### src/hdl/acs_pkg.sv
package acs_pkg;
    // Register indices, one aligned word each
    localparam logic [11:0] CTRL0_ADDR = 12'hF70;
    localparam logic [11:0] CTRL1_ADDR = 12'hF71;
    localparam logic [11:0] DATAH_ADDR = 12'hF72;
    localparam logic [11:0] DATAL_ADDR = 12'hF73;
    // Bus byte address is the register index shifted left by this amount
    localparam int ADDR_SHIFT = 2;
    // Control register 0 fields
    localparam int GO_BIT = 7;
    localparam int REFLO_BIT = 6;
    localparam int REFPIN_BIT = 5;
    localparam int REPEAT_BIT = 4;
    localparam int CHAN_MSB = 3;
    // Control/status register 1 fields
    localparam int REFHI_BIT = 7;
    localparam int PWRDN_BIT = 1;
    localparam int BUSY_BIT = 0;
    localparam logic [7:0] CTRL0_RESET = 8'h00;
    localparam logic REFHI_RESET = 1'b1;
    // Timing, in system clock cycles
    localparam int IDLE_CYCLES = 160;
    localparam int PWRUP_CYCLES = 40;
    localparam int FIRST_CYCLES = 5129;
    localparam int NEXT_CYCLES = 256;
    localparam int RESULT_W = 13;
    localparam int CNT_W = 13;
    // Sequencer states, Gray along off -> powerup -> convert
    typedef enum logic [1:0] {
        ACS_OFF = 2'b00,
        ACS_PWRUP = 2'b01,
        ACS_CONV = 2'b11,
        ACS_IDLE = 2'b10
    } acs_state_e;
endpackage : acs_pkg

### src/hdl/acs_apb_regs.sv
`timescale 1ns/100ps
// APB slave: decodes words, zero wait states, error on unmapped address
module acs_apb_regs (
    input wire logic pclk, // System clock
    input wire logic presetn, // Async reset, active low
    input wire logic psel, // Select
    input wire logic penable, // Access phase
    input wire logic pwrite, // Write direction
    input wire logic [13:0] paddr, // Byte address
    input wire logic [31:0] pwdata, // Write data
    input wire logic [7:0] rd_ctrl0, // Live control 0 view
    input wire logic [7:0] rd_ctrl1, // Live control 1 view
    input wire logic [7:0] rd_datah, // Result high byte
    input wire logic [7:0] rd_datal, // Result low byte
    output logic [31:0] prdata, // Read data
    output logic pready, // Always ready
    output logic pslverr, // Unmapped access
    output logic wr_ctrl0, // Write strobe control 0
    output logic wr_ctrl1, // Write strobe control 1
    output logic [7:0] wr_data // Written byte
);
    logic [11:0] idx;
    logic hit;
    logic access;

    // Address to register index
    assign idx = paddr[13:acs_pkg::ADDR_SHIFT];
    assign hit = (idx == acs_pkg::CTRL0_ADDR) || (idx == acs_pkg::CTRL1_ADDR) ||
                 (idx == acs_pkg::DATAH_ADDR) || (idx == acs_pkg::DATAL_ADDR);
    assign access = psel && penable;
    assign pready = 1'b1;
    assign pslverr = access && !hit;
    assign wr_ctrl0 = access && pwrite && (idx == acs_pkg::CTRL0_ADDR);
    assign wr_ctrl1 = access && pwrite && (idx == acs_pkg::CTRL1_ADDR);
    assign wr_data = pwdata[7:0];

    // Read mux, upper bits zero
    always_comb begin
        prdata = 32'h0000_0000;
        if (idx == acs_pkg::CTRL0_ADDR) begin
            prdata[7:0] = rd_ctrl0;
        end else if (idx == acs_pkg::CTRL1_ADDR) begin
            prdata[7:0] = rd_ctrl1;
        end else if (idx == acs_pkg::DATAH_ADDR) begin
            prdata[7:0] = rd_datah;
        end else if (idx == acs_pkg::DATAL_ADDR) begin
            prdata[7:0] = rd_datal;
        end
    end
endmodule : acs_apb_regs

### src/hdl/acs_sequencer.sv
`timescale 1ns/100ps
module acs_sequencer #(
    parameter int IDLE_CYCLES = acs_pkg::IDLE_CYCLES, // Idle cycles before power-down
    parameter int PWRUP_CYCLES = acs_pkg::PWRUP_CYCLES, // Power-up cycles
    parameter int FIRST_CYCLES = acs_pkg::FIRST_CYCLES, // First conversion length
    parameter int NEXT_CYCLES = acs_pkg::NEXT_CYCLES // Continuous result interval
) (
    input wire logic pclk, // System clock
    input wire logic presetn, // Async reset, active low
    input wire logic psel, // APB select
    input wire logic penable, // APB enable
    input wire logic pwrite, // APB direction
    input wire logic [13:0] paddr, // APB byte address
    input wire logic [31:0] pwdata, // APB write data
    output logic [31:0] prdata, // APB read data
    output logic pready, // APB ready
    output logic pslverr, // APB error
    input wire logic conv_enable, // Completion request enabled by system; conversions run regardless
    input wire logic [12:0] filter_data, // Raw result from decimation filter
    output logic [7:0] input_channel_select, // Analog mux select
    output logic [1:0] ref_level, // {hi, lo} reference select
    output logic ref_to_pin, // Buffer reference onto pin
    output logic modulator_power, // Modulator powered
    output logic filter_restart, // Restart filter at conversion start
    output logic conv_irq // Conversion complete request, one cycle
);
    localparam logic [acs_pkg::CNT_W-1:0] IDLE_LAST = acs_pkg::CNT_W'(IDLE_CYCLES - 1);
    localparam logic [acs_pkg::CNT_W-1:0] PWRUP_LAST = acs_pkg::CNT_W'(PWRUP_CYCLES - 1);
    localparam logic [acs_pkg::CNT_W-1:0] FIRST_LAST = acs_pkg::CNT_W'(FIRST_CYCLES - 1);
    localparam logic [acs_pkg::CNT_W-1:0] NEXT_LAST = acs_pkg::CNT_W'(NEXT_CYCLES - 1);

    acs_pkg::acs_state_e state;
    logic [7:0] ctrl0;
    logic ref_level_hi_bit;
    logic [acs_pkg::CNT_W-1:0] cnt;
    logic [acs_pkg::CNT_W-1:0] idle_cnt;
    logic first_done;
    logic [7:0] result_high_byte;
    logic [7:0] result_low_byte;
    logic wr_ctrl0;
    logic wr_ctrl1;
    logic [7:0] wr_data;
    logic go_write;
    logic conv_done;
    logic conversion_go;
    logic repeat_select;

    ////////////////////////////////////////////////////////////////////////////
    // Register bus slave

    acs_apb_regs u_regs (
        .pclk(pclk),
        .presetn(presetn),
        .psel(psel),
        .penable(penable),
        .pwrite(pwrite),
        .paddr(paddr),
        .pwdata(pwdata),
        .rd_ctrl0(ctrl0),
        .rd_ctrl1({ref_level_hi_bit, 5'h00, state == acs_pkg::ACS_OFF, state != acs_pkg::ACS_IDLE &&
                   state != acs_pkg::ACS_OFF}),
        .rd_datah(result_high_byte),
        .rd_datal(result_low_byte),
        .prdata(prdata),
        .pready(pready),
        .pslverr(pslverr),
        .wr_ctrl0(wr_ctrl0),
        .wr_ctrl1(wr_ctrl1),
        .wr_data(wr_data)
    );

    assign conversion_go = ctrl0[acs_pkg::GO_BIT];
    assign repeat_select = ctrl0[acs_pkg::REPEAT_BIT];
    assign go_write = wr_ctrl0 && wr_data[acs_pkg::GO_BIT];
    assign conv_done = (state == acs_pkg::ACS_CONV) && !go_write &&
                       (cnt == (first_done ? NEXT_LAST : FIRST_LAST));

    ////////////////////////////////////////////////////////////////////////////
    // Control register 0: bits 6:0 at once, go set by writing one, cleared by hardware

    always_ff @(posedge pclk or negedge presetn) begin
        if (!presetn) begin
            ctrl0 <= acs_pkg::CTRL0_RESET;
        end else begin
            if (wr_ctrl0) begin
                ctrl0[6:0] <= wr_data[6:0];
            end
            if (go_write) begin
                ctrl0[acs_pkg::GO_BIT] <= 1'b1;
            end else if (conv_done) begin
                ctrl0[acs_pkg::GO_BIT] <= 1'b0;
            end
        end
    end

    // Control/status register 1: reference high bit
    always_ff @(posedge pclk or negedge presetn) begin
        if (!presetn) begin
            ref_level_hi_bit <= acs_pkg::REFHI_RESET;
        end else if (wr_ctrl1) begin
            ref_level_hi_bit <= wr_data[acs_pkg::REFHI_BIT];
        end
    end

    ////////////////////////////////////////////////////////////////////////////
    // Sequencer: power-up, first conversion, repeat interval

    always_ff @(posedge pclk or negedge presetn) begin
        if (!presetn) begin
            state <= acs_pkg::ACS_OFF;
            cnt <= '0;
            first_done <= 1'b0;
        end else if (go_write) begin
            cnt <= '0;
            first_done <= 1'b0;
            if (state == acs_pkg::ACS_OFF || state == acs_pkg::ACS_PWRUP) begin
                state <= acs_pkg::ACS_PWRUP;
            end else begin
                state <= acs_pkg::ACS_CONV;
            end
        end else begin
            case (state)
                acs_pkg::ACS_OFF: begin
                    cnt <= '0;
                end
                acs_pkg::ACS_PWRUP: begin
                    if (cnt == PWRUP_LAST) begin
                        cnt <= '0;
                        state <= acs_pkg::ACS_CONV;
                    end else begin
                        cnt <= cnt + 1'b1;
                    end
                end
                acs_pkg::ACS_CONV: begin
                    if (conv_done) begin
                        cnt <= '0;
                        first_done <= 1'b1;
                        if (!repeat_select) begin
                            state <= acs_pkg::ACS_IDLE;
                        end
                    end else begin
                        cnt <= cnt + 1'b1;
                    end
                end
                acs_pkg::ACS_IDLE: begin
                    cnt <= '0;
                    if (idle_cnt == IDLE_LAST) begin
                        state <= acs_pkg::ACS_OFF;
                    end
                end
                default: begin
                    state <= acs_pkg::ACS_OFF;
                    cnt <= '0;
                end
            endcase
        end
    end

    // Idle counter, restarts on start or completion
    always_ff @(posedge pclk or negedge presetn) begin
        if (!presetn) begin
            idle_cnt <= '0;
        end else if (go_write || conv_done || state != acs_pkg::ACS_IDLE) begin
            idle_cnt <= '0;
        end else if (idle_cnt != IDLE_LAST) begin
            idle_cnt <= idle_cnt + 1'b1;
        end
    end

    ////////////////////////////////////////////////////////////////////////////
    // Result capture and completion request

    always_ff @(posedge pclk or negedge presetn) begin
        if (!presetn) begin
            result_high_byte <= 8'h00;
            result_low_byte <= 8'h00;
        end else if (conv_done) begin
            result_high_byte <= filter_data[12:5];
            result_low_byte <= {filter_data[4:0], 3'h0};
        end
    end

    always_ff @(posedge pclk or negedge presetn) begin
        if (!presetn) begin
            conv_irq <= 1'b0;
        end else begin
            conv_irq <= conv_done && conv_enable;
        end
    end

    // Analog side controls
    always_comb begin
        input_channel_select = 8'h00;
        if (!ctrl0[acs_pkg::CHAN_MSB]) begin
            input_channel_select[ctrl0[2:0]] = 1'b1;
        end
    end
    assign ref_level = {ref_level_hi_bit, ctrl0[acs_pkg::REFLO_BIT]};
    assign ref_to_pin = ctrl0[acs_pkg::REFPIN_BIT];
    assign modulator_power = (state != acs_pkg::ACS_OFF);
    assign filter_restart = go_write;

    ////////////////////////////////////////////////////////////////////////////
    // Checks

    power_down_a: assert property (@(posedge pclk) disable iff (!presetn)
        state == acs_pkg::ACS_IDLE && idle_cnt == IDLE_LAST && !go_write |=> state == acs_pkg::ACS_OFF)
        else $error("power-down missed after idle");
    power_up_a: assert property (@(posedge pclk) disable iff (!presetn)
        state == acs_pkg::ACS_OFF && go_write |=> state == acs_pkg::ACS_PWRUP)
        else $error("request did not wake converter");
    pwrup_len_a: assert property (@(posedge pclk) disable iff (!presetn)
        $rose(state == acs_pkg::ACS_PWRUP) && cnt == 0 |-> ##PWRUP_CYCLES (state == acs_pkg::ACS_CONV || go_write))
        else $error("power-up length wrong");
    go_clear_a: assert property (@(posedge pclk) disable iff (!presetn)
        conv_done |=> !conversion_go || $past(go_write))
        else $error("go not cleared at completion");
    single_stop_a: assert property (@(posedge pclk) disable iff (!presetn)
        conv_done && !repeat_select |=> state == acs_pkg::ACS_IDLE)
        else $error("single-shot did not stop");
    repeat_period_a: assert property (@(posedge pclk) disable iff (!presetn)
        conv_done && repeat_select && !wr_ctrl0 |-> ##1 (!conv_done)[*8])
        else $error("repeat result too early");
    irq_pulse_a: assert property (@(posedge pclk) disable iff (!presetn)
        conv_done && conv_enable |=> conv_irq ##1 !conv_irq)
        else $error("completion request missing");
    irq_disabled_a: assert property (@(posedge pclk) disable iff (!presetn)
        !$past(conv_enable) |-> !conv_irq)
        else $error("request while disabled");
    result_cap_a: assert property (@(posedge pclk) disable iff (!presetn)
        conv_done |=> result_high_byte == $past(filter_data[12:5]))
        else $error("result not stored");
endmodule : acs_sequencer

### config.mk
export PLATFORM = sky130hd
export DESIGN_NAME = acs_sequencer
export DESIGN_NICKNAME = d
export VERILOG_FILES = /design/src/hdl/acs_pkg.sv /design/src/hdl/acs_apb_regs.sv /design/src/hdl/acs_sequencer.sv
export SDC_FILE = /design/constraint.sdc
export NUM_CORES = 1
export LEC_CHECK = 0
export BUFFER_PORTS_ARGS = -buffer_cell sky130_fd_sc_hd__clkbuf_2
export CORE_MARGIN = 1.5
export CORE_UTILIZATION = 35
export CTS_BUF_LIST = sky130_fd_sc_hd__clkbuf_4
export CTS_CLUSTER_SIZE = 24
export DETAILED_ROUTE_END_ITERATION = 8
export PLACE_DENSITY_LB_ADDON = 0.05
export SYNTH_ARGS = -nofsm -noshare
export SYNTH_HDL_FRONTEND = slang
export SYNTH_HIERARCHICAL = 1
export SYNTH_SLANG_ARGS = --single-unit
### constraint.sdc
create_clock -name pclk -period 5.9 [get_ports pclk]
set_input_delay 0.885 -clock pclk [delete_from_list [all_inputs] [get_ports pclk]]
set_output_delay 0.885 -clock pclk [all_outputs]
set_load 0.05 [all_outputs]
=== Yosys cells after proc, flatten, opt, wreduce, memory -nomap -nowiden ===
Index checks and enable logic that the tools add are counted.
W data, S select, Z words.

* Reduce and logical (&&, ||, !) cells: 28
* Magnitude comparators: 2
* Eq/ne operators: 16
* Muxes and demuxes: 26
* Add/subtract/negate cells: 2

{| class="wikitable"
|+ Operators with widths
! operator !! count
|-
| $mux W13 || 6
|-
| $eq A12 B12 Y1 const B || 4
|-
| $mux W8 || 5
|-
| $pmux W13 S3 || 1
|-
| $add A13 B1 Y13 const B || 2
|-
| $eq A13 B13 Y1 || 1
|-
| $eq A13 B6 Y1 const B || 1
|-
| $eq A13 B8 Y1 const B || 1
|-
| $ne A13 B8 Y1 const B || 1
|-
| $mux W2 || 6
|-
| $logic_and A1 B1 Y1 || 11
|-
| $ne A3 B3 Y1 const B || 3
|-
| $reduce_bool A2 Y1 || 4
|-
| $logic_or A1 B1 Y1 || 6
|-
| $mux W1 || 6
|-
| $pmux W2 S3 || 1
|-
| $reduce_and A5 Y1 || 1
|-
| $eq A2 B2 Y1 const B || 2
|-
| $lt A3 B4 Y1 const B || 1
|-
| $reduce_bool A4 Y1 || 1
|-
| $demux W1 S3 || 1
|-
| $ge A3 B1 Y1 const B || 1
|-
| $ne A3 B2 Y1 const B || 1
|-
| $eq A2 B1 Y1 const B || 1
|-
| 5 further kinds || 6
|}

* Word-level logic and storage cells: 84
* Register bits: 52

=== Depth between registers and ports, before layout ===
* Depth in word-level cells: 10
* Depth in mapped cells: 10

=== Hierarchy ===
Netlist, hierarchy kept.

{| class="wikitable"
|+ Modules (own cells, without submodules)
! module !! seq. area each (um^2) !! instances !! area an instance (um^2) !! cells an instance
|-
| acs_sequencer || 1,302.5 || 1 || 2,539.9 || 227
|-
| acs_apb_regs || 0.0 || 1 || 596.8 || 63
|}

=== Least setup slack after synthesis ===
Ideal clock, no wire load.

* Path type: in2out
* Start point: input port paddr[9]
* End point: output port filter_restart
* Setup slack: 2,534 ps
* Data required time: 5,015 ps
* Arrival: 2,481 ps
* Stages: 7
* Path through: nand4b_1 -> or4_4 -> buf_6 -> nor4_4 -> buf_2 -> nand2_1 -> inv_1

* Longest elaborated chain between the ends: 3

{| class="wikitable"
|+ RTL lines
! what !! line !! text
|-
| start, declared || acs_sequencer.sv:13 || <nowiki>input wire logic [13:0] paddr,</nowiki>
|-
| $eq A12 B12 Y1 || acs_apb_regs.sv:33 || <nowiki>assign wr_ctrl0 = access && pwrite && (idx == acs_pkg::CTRL0_ADDR);</nowiki>
|-
| $logic_and A1 B1 Y1 || acs_apb_regs.sv:33 ||
|-
| via wr_ctrl0 || acs_sequencer.sv:40 || <nowiki>logic wr_ctrl0;</nowiki>
|-
| $logic_and A1 B1 Y1 || acs_sequencer.sv:74 || <nowiki>assign go_write = wr_ctrl0 && wr_data[acs_pkg::GO_BIT];</nowiki>
|-
| end, declared || acs_sequencer.sv:24 || <nowiki>output logic filter_restart,</nowiki>
|}

The timed path passes the listed nets, and every way through them passes these cells.

=== Final worst setup path ===
* Start point: input port paddr[13]
* End point: output port filter_restart

The elaborated chain is that of the path after synthesis.

==> impl_metrics.tcl <==
set metrics [dict create \
    status "finished, final reports clean" \
    end_kind "output pin" \
    clock_sinks 52 \
    synthCells 290 \
    core_area_um2 8720 \
    period_share_pct 66.0 \
    drv_slew 0 \
    wirelength_mm 6.38 \
    placed_cell_area_um2 3350 \
    dp_hpwl_mm 4.61 \
    min_period_ps 3890 \
    path_class "primary input to output pin" \
    via_per_inst 4.90 \
    diodes 0 \
    initial_utilization_pct 36.0 \
    clockBufferDepth 2 \
    cp.arrival_ps 3010 \
    tightest_slew_ps 1120 \
    cp.required_ps 5020 \
    drive_gt1_share_pct 31.9 \
    grt_max_degree 53 \
    grt_overflow 0 \
    rsz0062_at_grt "false" \
    yosysSeqAreaShare_pct 41.5 \
    ir_drop_v 0.000103 \
    portBuffers 61 \
    num-fill-cells 918 \
    design_area_um2 3400 \
    drtAntennaViolNets 0 \
    fin_tns_setup_ps 0 \
    wl_per_cell_um 14.2 \
    cts_root_buffer "clkbuf_4" \
    vias 2203 \
    path_clk_slew_ps 140 \
    tritoncts "yes" \
    crit_fanout 11 \
    hold_violations 0 \
    fin_skew_ps 17.4 \
    synth-seq-cells 52 \
    place.gp.congestion 0.763 \
    synth_top_area_share_pct 40.7 \
    cts_hold_buf 0 \
    antenna_found_initial 0 \
    drt_iter0_drc 31 \
    utilization_pct 39.0 \
    p_leak_nw 1.59 \
    drc_errors 0 \
    fmax_mhz 257 \
    ctsResizeCount 0 \
    die_area_um2 9540 \
    hold_path.class "flip-flop to flip-flop" \
    cts_made_buffers 5 \
    drv_cap 0 \
    postCtsSetupBuffers 0 \
    insertion_delay_ps 370 \
    synth.distinct_cells 50 \
    grt_pass1_wl_mm 10.9 \
    final_nets 408 \
    critPathLaunchType "primary input" \
    p_per_area_nw_per_um2 198 \
    row_count 34 \
    dr.pass1.iters 4 \
    top_usage_layer "met2" \
    synth_area_leaders "dfrtp_1 41%, buf_4 8.4%, mux4_2 5.7%" \
    synth_area_per_cell_um2 10.8 \
    grtUsageMet3_pct 3.45 \
    synth_area_um2 3140 \
    relSlewSlack_pct 25.4 \
    use_met1_pct 19.0 \
    grtUsageMet2_pct 22.8 \
    grt_pass1_vias 2196 \
    dieWidth_um 97.7 \
    track_usage_pct 14.0 \
    yosys_warnings 6 \
    syn_to_final_growth_pct 8.54 \
    synth_top_cell_by_area "dfrtp_1" \
    setup_violations 0 \
    hold_slack_ps 523 \
    die_y_um 97.7 \
    htreeDepth 2 \
    io_pins 113 \
]
-- layer usage --
| metal | routed length, um | share of wire (%) | vias up |
|---|---|---|---|
| li1 | - | - | 1078 |
| met1 | 3080 | 48 | 1075 |
| met2 | 3000 | 47 | 45 |
| met3 | 244 | 3.8 | 5 |
| met4 | 51 | 0.80 | 0 |
| met5 | 0 | 0 | - |
-- worst max-delay path: stages --
cell and delay, ps:
clkbuf_2 80, nand4_1 90, or4_4 610, nor4_4 600
nand2_1 290, inv_1 160, clkbuf_2 290
-- Yosys cell counts (all sizes together) --
library cell	number
o21a	1
inv	8
a211oi	4
a2111oi	2
a22o	1
nand4b	2
and4	3
mux4	8
or3	3
mux2	21
and4b	1
nand4	10
nor4	6
nor3	23
and2	1
or4	4
a31oi	1
ha	2
nor4b	2
nor2	11
dfrtp	51
nand2	17
o21bai	1
xnor2	9
o31ai	3
nor2b	8
and3	6
nand3	7
nand2b	3
nor3b	1
clkbuf	6
dfstp	1
a21oi	6
buf	42
conb	3
xor2	7
o21ai	5
-- registers in the layout, indices dropped and copies added, names as in the netlist --
register	flops
cnt	13
idle_cnt	13
ctrl0	8
result_high_byte	8
result_low_byte	5
state	2
conv_irq	1
first_done	1
ref_level_hi_bit	1
-- where the power goes --
part | switching, W | internal [W] | leakage [nW]
clock | 0.000114 | 0.0000509 | 0.0317
sequential | 0.0000289 | 0.000371 | 0.695
combinational | 0.0000769 | 0.0000339 | 0.860
total | 0.000220 | 0.000456 | 1.59
-- layout by cell type, fill, tap and decap left out, drive strengths merged, types with 9 or more instances in the layout --
cell     n
dfrtp   51
mux2    21
clkbuf  67
nand2   17
nor2    11
nand4   10
xnor2    9
conb    33
nor3    23
-- cells by family (layout without fill, tap and decap cells) --
| family | after synthesis | count (layout) | share of synthesized area [%] |
|---|---|---|---|
| muxes | 29 | 29 | 14.5 |
| AOI/OAI and AO/OA | 24 | 24 | 5.35 |
| xor gates and xnor gates | 16 | 16 | 4.47 |
| buffers and inverters | 56 | 78 | 12.1 |
| other | 3 | 33 | 0.359 |
| adders and majority gates | 2 | 2 | 0.798 |
| DFF | 52 | 52 | 41.5 |
| and+or+nand+nor | 108 | 108 | 20.9 |
-- layout make-up --
class	count	area, um2	share of cell area (%)
clock inverter	2	12.5	0.368
clock buffer	6	45.0	1.32
inverter	8	30.0	0.882
sequential	52	1300	38.3
tap	108	135	3.97
timing repair buffer	62	313	9.19
multi-input combinational	212	1570	46.0
-- per-stage QoR --
step                      worst slack [ps]  power, W  std cells
after floorplan                       2530  0.000502        320
after global placement                1940  0.000517        442
after detailed placement              1940  0.000518        442
after CTS                             1950  0.000690        450
after global routing                  1780  0.000718        450
final                                 2010  0.000675        450
-- path summary, 6_finish.rpt --
check | from | end | slack, ps | cells after the start
max in group asynchronous | presetn | ctrl0[4] | 4830 | 2
min in group asynchronous | presetn | cnt[8] | 610 | 2
worst max-delay path | paddr[13] | filter_restart | 2010 | 7
worst min-delay path | result_high_byte[0] | result_high_byte[0] | 520 | 1
worst min register to register | result_high_byte[0] | result_high_byte[0] | 520 | 1
worst max register to register | cnt[8] | result_low_byte[4] | 3420 | 4
No activity file was read; power rests on OpenSTA's default activity.
